$ cat src/inc/mrs_consts.vh
// Constants for the serial register-access frame handler
// Function
// - Read reply: address, 03, byte count twice registers, data, CRC.
// - Register data returned two bytes each, ascending from start address.
// - Register 0002H reads output voltage display, 0003H output current display.
// - Single write reply echoes address, 06H, register address, value, CRC.
// - Multi write reply: address, 10H, start address, quantity, CRC.
// - Register 0000H voltage setpoint, 0001H current setpoint, successive words.
// - Every reply starts with own address then the request's function code.
// - Sender appends final CRC register contents as two-byte check field.
// - CRC preset all ones, byte XORed in, eight conditional right shifts.
`ifndef MRS_CONSTS_VH
`define MRS_CONSTS_VH
`define MRS_FC_READ 8'h03
`define MRS_FC_WR1 8'h06
`define MRS_FC_WRN 8'h10
`define MRS_CRC_INIT 16'hFFFF
`define MRS_CRC_POLY 16'hA001
`define MRS_REG_VSET 16'h0000
`define MRS_REG_ISET 16'h0001
`define MRS_REG_VOUT 16'h0002
`define MRS_REG_IOUT 16'h0003
`define MRS_VSET_RST 16'h0000
`define MRS_ISET_RST 16'h0000
`define MRS_FIFO_DEPTH 32
`define MRS_FIFO_AW 5
`endif

$ cat src/verilog/mrs_slave.v
// Serial register-access slave: decodes requests, builds replies
`timescale 1ns/1ps
`default_nettype none
`include "mrs_consts.vh"
module mrs_slave (
   input wire core_clk_in,
   input wire rstn_in,
   input wire [7:0] slave_addr_in,
   input wire [15:0] vout_disp_in,
   input wire [15:0] iout_disp_in,
   input wire [7:0] rx_data_in,
   input wire rx_valid_in,
   input wire rx_frame_end_in,
   output reg rx_ready_out,
   output reg [7:0] tx_data_out,
   output reg tx_valid_out,
   input wire tx_ready_in,
   output reg tx_last_out,
   output reg [15:0] vset_out,
   output reg [15:0] iset_out
);
   localparam S_RX = 3'd0;
   localparam S_CHK = 3'd1;
   localparam S_HDR = 3'd2;
   localparam S_CRC = 3'd3;
   localparam S_DROP = 3'd4;

   function [15:0] crc_byte;
      input [15:0] c;
      input [7:0] d;
      integer k;
      reg [15:0] r;
      begin
         r = c ^ {8'h00, d};
         for (k = 0; k < 8; k = k + 1)
            r = r[0] ? ((r >> 1) ^ `MRS_CRC_POLY) : (r >> 1);
         crc_byte = r;
      end
   endfunction

   reg [2:0] state;
   reg [7:0] cnt;
   reg [7:0] fc;
   reg [15:0] start;
   reg [15:0] qty;
   reg [15:0] rx_crc;
   reg [7:0] b1;
   reg bad;
   reg [15:0] mw_v;
   reg [15:0] mw_i;
   reg mw_hv;
   reg mw_hi;
   reg [7:0] tx_idx;
   reg [7:0] tx_len;
   reg [15:0] tx_crc;
   reg [7:0] tx_sent;
   reg [7:0] fifo_din;
   reg fifo_wv;
   wire fifo_wr_ready;
   wire [7:0] fifo_dout;
   wire fifo_rv;
   wire fifo_take = fifo_rv && (!tx_valid_out || tx_ready_in);
   reg [7:0] next_byte;
   reg [7:0] rd_off;
   reg [15:0] rd_addr;
   reg [15:0] rd_word;
   wire crc_ok = (rx_crc == 16'h0000);
   wire [7:0] byte_cnt = {qty[6:0], 1'b0};

   mrs_fifo #(.WIDTH(8), .DEPTH(`MRS_FIFO_DEPTH), .AW(`MRS_FIFO_AW)) u_fifo (
      .core_clk_in(core_clk_in),
      .rstn_in(rstn_in),
      .wr_data_in(fifo_din),
      .wr_valid_in(fifo_wv),
      .wr_ready_out(fifo_wr_ready),
      .rd_data_out(fifo_dout),
      .rd_valid_out(fifo_rv),
      .rd_ready_in(tx_valid_out ? tx_ready_in : 1'b1)
   );

   // Register read mux: setpoints and display values
   always @*
   begin
      rd_off = tx_idx - 8'd3;
      rd_addr = start + {9'h000, rd_off[7:1]};
      case (rd_addr)
         `MRS_REG_VSET: rd_word = vset_out;
         `MRS_REG_ISET: rd_word = iset_out;
         `MRS_REG_VOUT: rd_word = vout_disp_in;
         `MRS_REG_IOUT: rd_word = iout_disp_in;
         default: rd_word = 16'h0000;
      endcase
   end

   // Reply byte selection, data high byte first
   always @*
   begin
      next_byte = 8'h00;
      if (tx_idx == 8'd0)
         next_byte = slave_addr_in;
      else if (tx_idx == 8'd1)
         next_byte = fc;
      else if (fc == `MRS_FC_READ)
      begin
         if (tx_idx == 8'd2)
            next_byte = byte_cnt;
         else
            next_byte = tx_idx[0] ? rd_word[15:8] : rd_word[7:0];
      end
      else
      begin
         case (tx_idx)
            8'd2: next_byte = start[15:8];
            8'd3: next_byte = start[7:0];
            8'd4: next_byte = qty[15:8];
            default: next_byte = qty[7:0];
         endcase
      end
   end

   always @(posedge core_clk_in or negedge rstn_in)
   begin
      if (!rstn_in)
      begin
         state <= S_RX;
         cnt <= 8'h00;
         fc <= 8'h00;
         start <= 16'h0000;
         qty <= 16'h0000;
         rx_crc <= `MRS_CRC_INIT;
         b1 <= 8'h00;
         bad <= 1'b0;
         tx_sent <= 8'h00;
         tx_idx <= 8'h00;
         tx_len <= 8'h00;
         tx_crc <= `MRS_CRC_INIT;
         fifo_din <= 8'h00;
         fifo_wv <= 1'b0;
         rx_ready_out <= 1'b0;
         tx_data_out <= 8'h00;
         tx_valid_out <= 1'b0;
         tx_last_out <= 1'b0;
         vset_out <= `MRS_VSET_RST;
         iset_out <= `MRS_ISET_RST;
      end
      else
      begin
         fifo_wv <= 1'b0;
         if (fifo_take)
         begin
            tx_data_out <= fifo_dout;
            tx_valid_out <= 1'b1;
            tx_sent <= tx_sent + 8'd1;
            tx_last_out <= (tx_sent == tx_len + 8'd1);
         end
         else if (tx_ready_in)
         begin
            tx_valid_out <= 1'b0;
            tx_last_out <= 1'b0;
         end
         case (state)
            S_RX:
            begin
               rx_ready_out <= 1'b1;
               if (rx_valid_in && rx_ready_out)
               begin
                  // CRC over data plus check bytes leaves zero
                  rx_crc <= crc_byte(rx_crc, rx_data_in);
                  cnt <= cnt + 8'd1;
                  b1 <= rx_data_in;
                  case (cnt)
                     8'd0: if (rx_data_in != slave_addr_in) bad <= 1'b1;
                     8'd1: fc <= rx_data_in;
                     8'd2: start[15:8] <= rx_data_in;
                     8'd3: start[7:0] <= rx_data_in;
                     8'd4: qty[15:8] <= rx_data_in;
                     8'd5: qty[7:0] <= rx_data_in;
                     default: ;
                  endcase
               end
               if (rx_frame_end_in)
               begin
                  rx_ready_out <= 1'b0;
                  state <= S_CHK;
               end
            end
            S_CHK:
            begin
               tx_idx <= 8'h00;
               tx_crc <= `MRS_CRC_INIT;
               tx_sent <= 8'h00;
               if (bad || !crc_ok)
                  state <= S_DROP;
               else if (fc == `MRS_FC_READ && cnt == 8'd8 && qty != 16'h0
                        && qty <= 16'd32)
               begin
                  tx_len <= byte_cnt + 8'd3;
                  state <= S_HDR;
               end
               else if (fc == `MRS_FC_WR1 && cnt == 8'd8)
               begin
                  if (start == `MRS_REG_VSET)
                     vset_out <= qty;
                  else if (start == `MRS_REG_ISET)
                     iset_out <= qty;
                  tx_len <= 8'd6;
                  state <= S_HDR;
               end
               else if (fc == `MRS_FC_WRN && cnt == byte_cnt + 8'd9
                        && qty != 16'h0 && qty <= 16'd32)
               begin
                  if (mw_hv)
                     vset_out <= mw_v;
                  if (mw_hi)
                     iset_out <= mw_i;
                  tx_len <= 8'd6;
                  state <= S_HDR;
               end
               else
                  state <= S_DROP;
            end
            S_HDR:
            begin
               if (fifo_wr_ready && !fifo_wv)
               begin
                  fifo_din <= next_byte;
                  fifo_wv <= 1'b1;
                  tx_crc <= crc_byte(tx_crc, next_byte);
                  tx_idx <= tx_idx + 8'd1;
                  if (tx_idx + 8'd1 == tx_len)
                     state <= S_CRC;
               end
            end
            S_CRC:
            begin
               if (fifo_wr_ready && !fifo_wv)
               begin
                  fifo_wv <= 1'b1;
                  tx_idx <= tx_idx + 8'd1;
                  if (tx_idx == tx_len)
                     fifo_din <= tx_crc[7:0];
                  else
                  begin
                     fifo_din <= tx_crc[15:8];
                     state <= S_DROP;
                  end
               end
            end
            default:
            begin
               cnt <= 8'h00;
               bad <= 1'b0;
               rx_crc <= `MRS_CRC_INIT;
               state <= S_RX;
            end
         endcase
      end
   end

   // Multi-write payload: stored per word in a side buffer, applied post-check
   always @(posedge core_clk_in or negedge rstn_in)
   begin
      if (!rstn_in)
      begin
         mw_v <= 16'h0000;
         mw_i <= 16'h0000;
         mw_hv <= 1'b0;
         mw_hi <= 1'b0;
      end
      else if (state == S_RX && rx_valid_in && rx_ready_out && cnt >= 8'd8
               && !cnt[0] && (cnt < byte_cnt + 8'd7))
      begin
         // Word index from byte position, successive addresses
         if (start + {9'h000, cnt[7:1]} - 16'd4 == `MRS_REG_VSET)
         begin
            mw_v <= {b1, rx_data_in};
            mw_hv <= 1'b1;
         end
         else if (start + {9'h000, cnt[7:1]} - 16'd4 == `MRS_REG_ISET)
         begin
            mw_i <= {b1, rx_data_in};
            mw_hi <= 1'b1;
         end
      end
      else if (state == S_DROP)
      begin
         mw_hv <= 1'b0;
         mw_hi <= 1'b0;
      end
   end
endmodule
`default_nettype wire

$ cat src/verilog/mrs_fifo.v
// Byte FIFO between the frame decoder and the reply path
`timescale 1ns/1ps
`default_nettype none
module mrs_fifo #(
   parameter WIDTH = 8,
   parameter DEPTH = 32,
   parameter AW = 5
)(
   input wire core_clk_in,
   input wire rstn_in,
   input wire [WIDTH-1:0] wr_data_in,
   input wire wr_valid_in,
   output wire wr_ready_out,
   output reg [WIDTH-1:0] rd_data_out,
   output reg rd_valid_out,
   input wire rd_ready_in
);
   reg [WIDTH-1:0] mem [0:DEPTH-1];
   reg [AW:0] wp;
   reg [AW:0] rp;
   wire full = (wp[AW] != rp[AW]) && (wp[AW-1:0] == rp[AW-1:0]);
   wire empty = (wp == rp);
   wire do_wr = wr_valid_in && !full;
   // Output register refills whenever empty or being taken
   wire do_rd = !empty && (!rd_valid_out || rd_ready_in);
   assign wr_ready_out = !full;
   always @(posedge core_clk_in)
   begin
      if (do_wr)
         mem[wp[AW-1:0]] <= wr_data_in;
   end
   always @(posedge core_clk_in or negedge rstn_in)
   begin
      if (!rstn_in)
      begin
         wp <= {(AW+1){1'b0}};
         rp <= {(AW+1){1'b0}};
         rd_data_out <= {WIDTH{1'b0}};
         rd_valid_out <= 1'b0;
      end
      else
      begin
         if (do_wr)
            wp <= wp + 1'b1;
         if (do_rd)
         begin
            rd_data_out <= mem[rp[AW-1:0]];
            rp <= rp + 1'b1;
            rd_valid_out <= 1'b1;
         end
         else if (rd_ready_in)
            rd_valid_out <= 1'b0;
      end
   end
endmodule
`default_nettype wire

$ cat config.mk
export PLATFORM = sky130hd
export DESIGN_NAME = mrs_slave
export DESIGN_NICKNAME = d
export VERILOG_FILES = /design/src/verilog/mrs_slave.v /design/src/verilog/mrs_fifo.v
export VERILOG_INCLUDE_DIRS = /design/src /design/src/inc
export SDC_FILE = /design/constraint.sdc
export NUM_CORES = 1
export LEC_CHECK = 0
export BUFFER_PORTS_ARGS = -buffer_cell sky130_fd_sc_hd__buf_2
export CAP_MARGIN = 25
export CORE_MARGIN = 3
export CORE_UTILIZATION = 50
export CTS_CLUSTER_DIAMETER = 80
export DETAILED_ROUTE_END_ITERATION = 16
export MAX_ROUTING_LAYER = met4
export PLACE_DENSITY = 0.74
export SETUP_SLACK_MARGIN = 0.5
export SYNTH_ARGS = -nofsm -noshare
export SYNTH_HDL_FRONTEND = slang
export SYNTH_SLANG_ARGS = --single-unit
$ cat constraint.sdc
create_clock -name core_clk_in -period 10.9 [get_ports core_clk_in]
set_input_delay 1.635 -clock core_clk_in [delete_from_list [all_inputs] [get_ports core_clk_in]]
set_output_delay 1.635 -clock core_clk_in [all_outputs]
set_load 0.1 [all_outputs]
==> insert_results.sql <==
INSERT INTO impl_metrics (metric_group, metric, value, unit) VALUES
('run_status', 'status', 'completed', ''),
('setup_path', 'worstPathCellList', 'inv_2, ha_1, ha_1, fa_1, and3_1, o21ai_0, a211oi_1, nor4_1, nand4_1, o21ai_1, a21boi_1, nor3_1, nor3_1, o41ai_1, nand4_1, nor2_1', ''),
('clocking', 'hold_buffers', '0', ''),
('setup_path', 'r2r_cells', '16', ''),
('floorplanning', 'start_util', '51.0', '%'),
('power_and_ir_drop', 'ir_worst_vdd', '0.000216', 'V'),
('routing', 'number_of_detailed_routing_iterations_run_before_antenna_repair', '8', ''),
('clocking', 'post_cts_resize_count', '0', ''),
('clocking', 'clock_sinks', '479', ''),
('hold_path', 'count_of_cells_along_the_worst_hold_path', '2', ''),
('logic_synthesis', 'synth_top_flop_cell', 'sky130_fd_sc_hd__edfxtp_1', ''),
('sta', 'setup_violations', '0', ''),
('clocking', 'cts-root-to-sink-buffers', '3', ''),
('sta', 'timing.max_slew.rel_slack', '26.2', '%'),
('setup_path', 'element_type_at_the_critical_path_end', 'flip-flop', ''),
('routing', 'dr.first_iter.drc_count', '1390', ''),
('layout', 'layout.filler_cells', '3673', ''),
('layout', 'share_of_post_route_cells_with_drive_strength_above_1', '21.4', '%'),
('placed_design', 'gp_congestion', '0.896', ''),
('sta', 'final_hold_viol_count', '0', ''),
('logic_synthesis', 'dominant_combinational_cell_family_by_area_after_synthesis', 'multiplexers', ''),
('setup_path', 'timing_worst_setup_path_type', 'flip-flop to flip-flop', ''),
('power_and_ir_drop', 'power-per-cell-area', '206', 'nW/µm²'),
('sta', 'setup_ws', '5.01', 'ns'),
('routing', 'routed_wl', '60000', 'µm'),
('setup_path', 'worst_r2r_endpoint', 'tx_crc[0]$_DFFE_PN1P_', ''),
('logic_synthesis', 'yosys-mux-area-fraction', '14.8', '%'),
('floorplanning', 'dieArea', '50600', 'µm²'),
('clocking', 'cts_setup_buffers', '0', ''),
('layout', 'final_standard_cell_count_with_taps_included_and_fillers_excluded', '2600', ''),
('sta', 'max_freq', '170', 'MHz'),
('clocking', 'cts_max_level', '2', ''),
('logic_synthesis', 'netlist_area', '24000', 'µm²'),
('setup_path', 'worst_setup_path_start_kind', 'flip-flop', ''),
('logic_synthesis', 'yosys_warnings', '0', ''),
('floorplanning', 'core', '47000', 'µm²'),
('logic_synthesis', 'synth.ff_latch_count', '479', ''),
('sta', 'fraction_of_the_cycle_the_final_worst_path_needs', '54.0', '%'),
('setup_path', 'crit_slowest_cell', 'sky130_fd_sc_hd__nor3_1', ''),
('clocking', 'tritoncts.num_buffers', '49', ''),
('clocking', 'cts_tree', 'yes', ''),
('layout', 'nets', '2076', ''),
('setup_path', 'ff2ff_setup_slack', '5.01', 'ns'),
('layout', 'areaGrowthSynthToFinish', '11.7', '%'),
('logic_synthesis', 'synth_compound_gate_area_share', '7.46', '%'),
('logic_synthesis', 'synthesis.instances', '1883', ''),
('floorplanning', 'top_level_ports', '96', ''),
('routing', 'post-route-drc-count', '0', ''),
('placed_design', 'io_buffers', '95', ''),
('global_route', 'global_route.usage.total', '24.2', '%'),
('logic_synthesis', 'syn-mean-instance-area', '12.7', 'µm²'),
('logic_synthesis', 'edff_count_synth', '256', ''),
('clocking', 'cts.reportedPaths.clkPinSlew', '0.06', 'ns'),
('setup_path', 'crit_family', 'simple AND/OR/NAND/NOR gates', ''),
('logic_synthesis', 'ys_seq_area_share', '55.5', '%'),
('sta', 'maxSlewViolCount', '0', ''),
('floorplanning', 'floorplan.die.width', '225', 'µm'),
('floorplanning', 'placementRows', '79', ''),
('sta', 'worst_pin_slew', '1.11', 'ns'),
('global_route', 'number_of_global_route_vias_before_repair', '15518', ''),
('sta', 'grt_setup_unrepaired', 'false', ''),
('clocking', 'cts-root-buf', 'sky130_fd_sc_hd__clkbuf_16', ''),
('hold_path', 'whs_endpoint', 'tx_crc[3]$_DFFE_PN1P_', ''),
('setup_path', 'timing.rr.start', 'tx_idx[0]$_DFFE_PN0P_', ''),
('placed_design', 'placed_cells_incl_taps', '2499', ''),
('setup_path', 'crit_required', '11.44', 'ns'),
('hold_path', 'timing.hold.worst.class', 'flip-flop to flip-flop', ''),
('power_and_ir_drop', 'static-leakage-power', '0.0114', 'µW'),
('placed_design', 'place_hpwl', '40400', 'µm'),
('logic_synthesis', 'yosys.area_share.xor_xnor', '5.22', '%'),
('clocking', 'clock_latency', '0.60', 'ns');
[synth_stat cells, drive strengths merged (9+ instances only)]
master	instances	area (µm²)
edfxtp	256	7690
dfrtp	191	4780
nand2	181	679
nor2	121	454
mux4	96	2160
mux2	88	991
o21ai	86	430
xnor2	84	751
clkbuf	78	295
a21oi	77	385
ha	69	863
xor2	57	499
inv	54	203
nor3	43	215
mux2i	40	400
nand3	33	165
dfstp	32	841
nand4	32	200
buf	20	88.8
nor2b	19	119
and3	16	100
nand3b	15	113
nor4	15	93.8
a211o	13	114
a31oi	11	68.8
nand2b	11	68.8
a21o	10	75.1
or3	10	62.6
a211oi	9	72.6
[metrics by stage]
stage	util [%]	total power [µW]	cell area, µm²
finish	57.0	5510	26800
global route	57.0	5750	26800
CTS	56.5	5520	26500
detailed placement	53.1	3860	24900
global placement	53.1	3830	24900
floorplan	-	3460	24000
[state kept, by name, summed over array words and instances (netlist names), 16 cells and up]
| register | count |
|---|---|
| rx_crc | 16 |
| vset_out | 16 |
| mw_i | 16 |
| qty | 16 |
| iset_out | 16 |
| mw_v | 16 |
| u_fifo.mem | 256 |
| start | 16 |
| tx_crc | 16 |
[logic make-up (layout without fill, tap and decap cells)]
kind of cell | Yosys count | in the layout
mux | 224 | 224
flops | 479 | 479
other cells | 0 | 1
fa+ha+maj | 71 | 71
xor+xnor | 141 | 141
compound gates | 281 | 281
buf+inv | 152 | 261
simple gates | 535 | 535
[worst max path at each step]
stage | from | endpoint | slack [ns] | depth (start not counted)
finish | tx_idx[0]$_DFFE_PN0P_ | tx_crc[0]$_DFFE_PN1P_ | 5.01 | 16
global route | tx_idx[0]$_DFFE_PN0P_ | tx_crc[0]$_DFFE_PN1P_ | 4.61 | 16
CTS | tx_idx[0]$_DFFE_PN0P_ | tx_crc[0]$_DFFE_PN1P_ | 5.20 | 16
detailed placement | rx_valid_in | mw_v[3]$_DFFE_PN0P_ | 4.94 | 10
global placement | rx_valid_in | mw_v[13]$_DFFE_PN0P_ | 5.05 | 10
floorplan | tx_idx[2]$_DFFE_PN0P_ | tx_crc[0]$_DFFE_PN1P_ | 6.07 | 22
[worst register-to-register path: stages, from the launching register on]
cell and delay, ns:
sky130_fd_sc_hd__dfrtp_1 0.69, sky130_fd_sc_hd__inv_2 0.26, sky130_fd_sc_hd__ha_1 0.40, sky130_fd_sc_hd__ha_1 0.24
sky130_fd_sc_hd__fa_1 0.42, sky130_fd_sc_hd__and3_1 0.24, sky130_fd_sc_hd__o21ai_0 0.36, sky130_fd_sc_hd__a211oi_1 0.13
sky130_fd_sc_hd__nor4_1 0.59, sky130_fd_sc_hd__nand4_1 0.37, sky130_fd_sc_hd__o21ai_1 0.35, sky130_fd_sc_hd__a21boi_1 0.18
sky130_fd_sc_hd__nor3_1 0.74, sky130_fd_sc_hd__nor3_1 0.20, sky130_fd_sc_hd__o41ai_1 0.41, sky130_fd_sc_hd__nand4_1 0.16
sky130_fd_sc_hd__nor2_1 0.12
[layout make-up]
class	count	area (µm²)	area share, %
sequential	479	13300	49.7
inverter	54	203	0.757
clock buffer	61	1300	4.86
tap	607	759	2.84
multi-input combinational	1252	10100	37.7
timing repair buffer	116	823	3.08
antenna	1	2.50	0.00935
clock inverter	30	285	1.07
[metal layers]
layer / track usage [%] / vias up / share of wire (%)
li1: - / 7136 / -
met3: 4.35 / 155 / 7.2
met1: 31.8 / 7872 / 41
met2: 38.2 / 696 / 48
met5: - / - / 0
met4: 8.98 / 0 / 3.8
[cell usage in the layout, fill, tap and decap left out, types with 8 or more instances in the layout]
| master | count |
|---|---|
| sky130_fd_sc_hd__a211o_1 | 13 |
| sky130_fd_sc_hd__a211oi_1 | 8 |
| sky130_fd_sc_hd__a21o_1 | 10 |
| sky130_fd_sc_hd__a21oi_1 | 77 |
| sky130_fd_sc_hd__a31oi_1 | 11 |
| sky130_fd_sc_hd__and3_1 | 16 |
| sky130_fd_sc_hd__buf_16 | 9 |
| sky130_fd_sc_hd__buf_2 | 94 |
| sky130_fd_sc_hd__buf_4 | 12 |
| sky130_fd_sc_hd__clkbuf_1 | 9 |
| sky130_fd_sc_hd__clkbuf_16 | 49 |
| sky130_fd_sc_hd__clkinv_1 | 12 |
| sky130_fd_sc_hd__clkinv_2 | 8 |
| sky130_fd_sc_hd__dfrtp_1 | 189 |
| sky130_fd_sc_hd__dfstp_2 | 32 |
| sky130_fd_sc_hd__edfxtp_1 | 256 |
| sky130_fd_sc_hd__ha_1 | 69 |
| sky130_fd_sc_hd__inv_1 | 53 |
| sky130_fd_sc_hd__mux2_2 | 88 |
| sky130_fd_sc_hd__mux2i_1 | 40 |
| sky130_fd_sc_hd__mux4_2 | 96 |
| sky130_fd_sc_hd__nand2_1 | 181 |
| sky130_fd_sc_hd__nand2b_1 | 11 |
| sky130_fd_sc_hd__nand3_1 | 33 |
| sky130_fd_sc_hd__nand3b_1 | 15 |
| sky130_fd_sc_hd__nand4_1 | 32 |
| sky130_fd_sc_hd__nor2_1 | 121 |
| sky130_fd_sc_hd__nor2b_1 | 19 |
| sky130_fd_sc_hd__nor3_1 | 43 |
| sky130_fd_sc_hd__nor4_1 | 15 |
| sky130_fd_sc_hd__o21ai_0 | 84 |
| sky130_fd_sc_hd__or2_2 | 8 |
| sky130_fd_sc_hd__or3_1 | 10 |
| sky130_fd_sc_hd__xnor2_1 | 82 |
| sky130_fd_sc_hd__xor2_1 | 57 |
[report_power, final]
part / leakage [µW] / internal, µW / switching [µW]
registers: 0.00589 / 2060 / 293
logic: 0.00470 / 660 / 848
clock network: 0.000773 / 947 / 706
No activity file was read; power rests on OpenSTA's default activity.
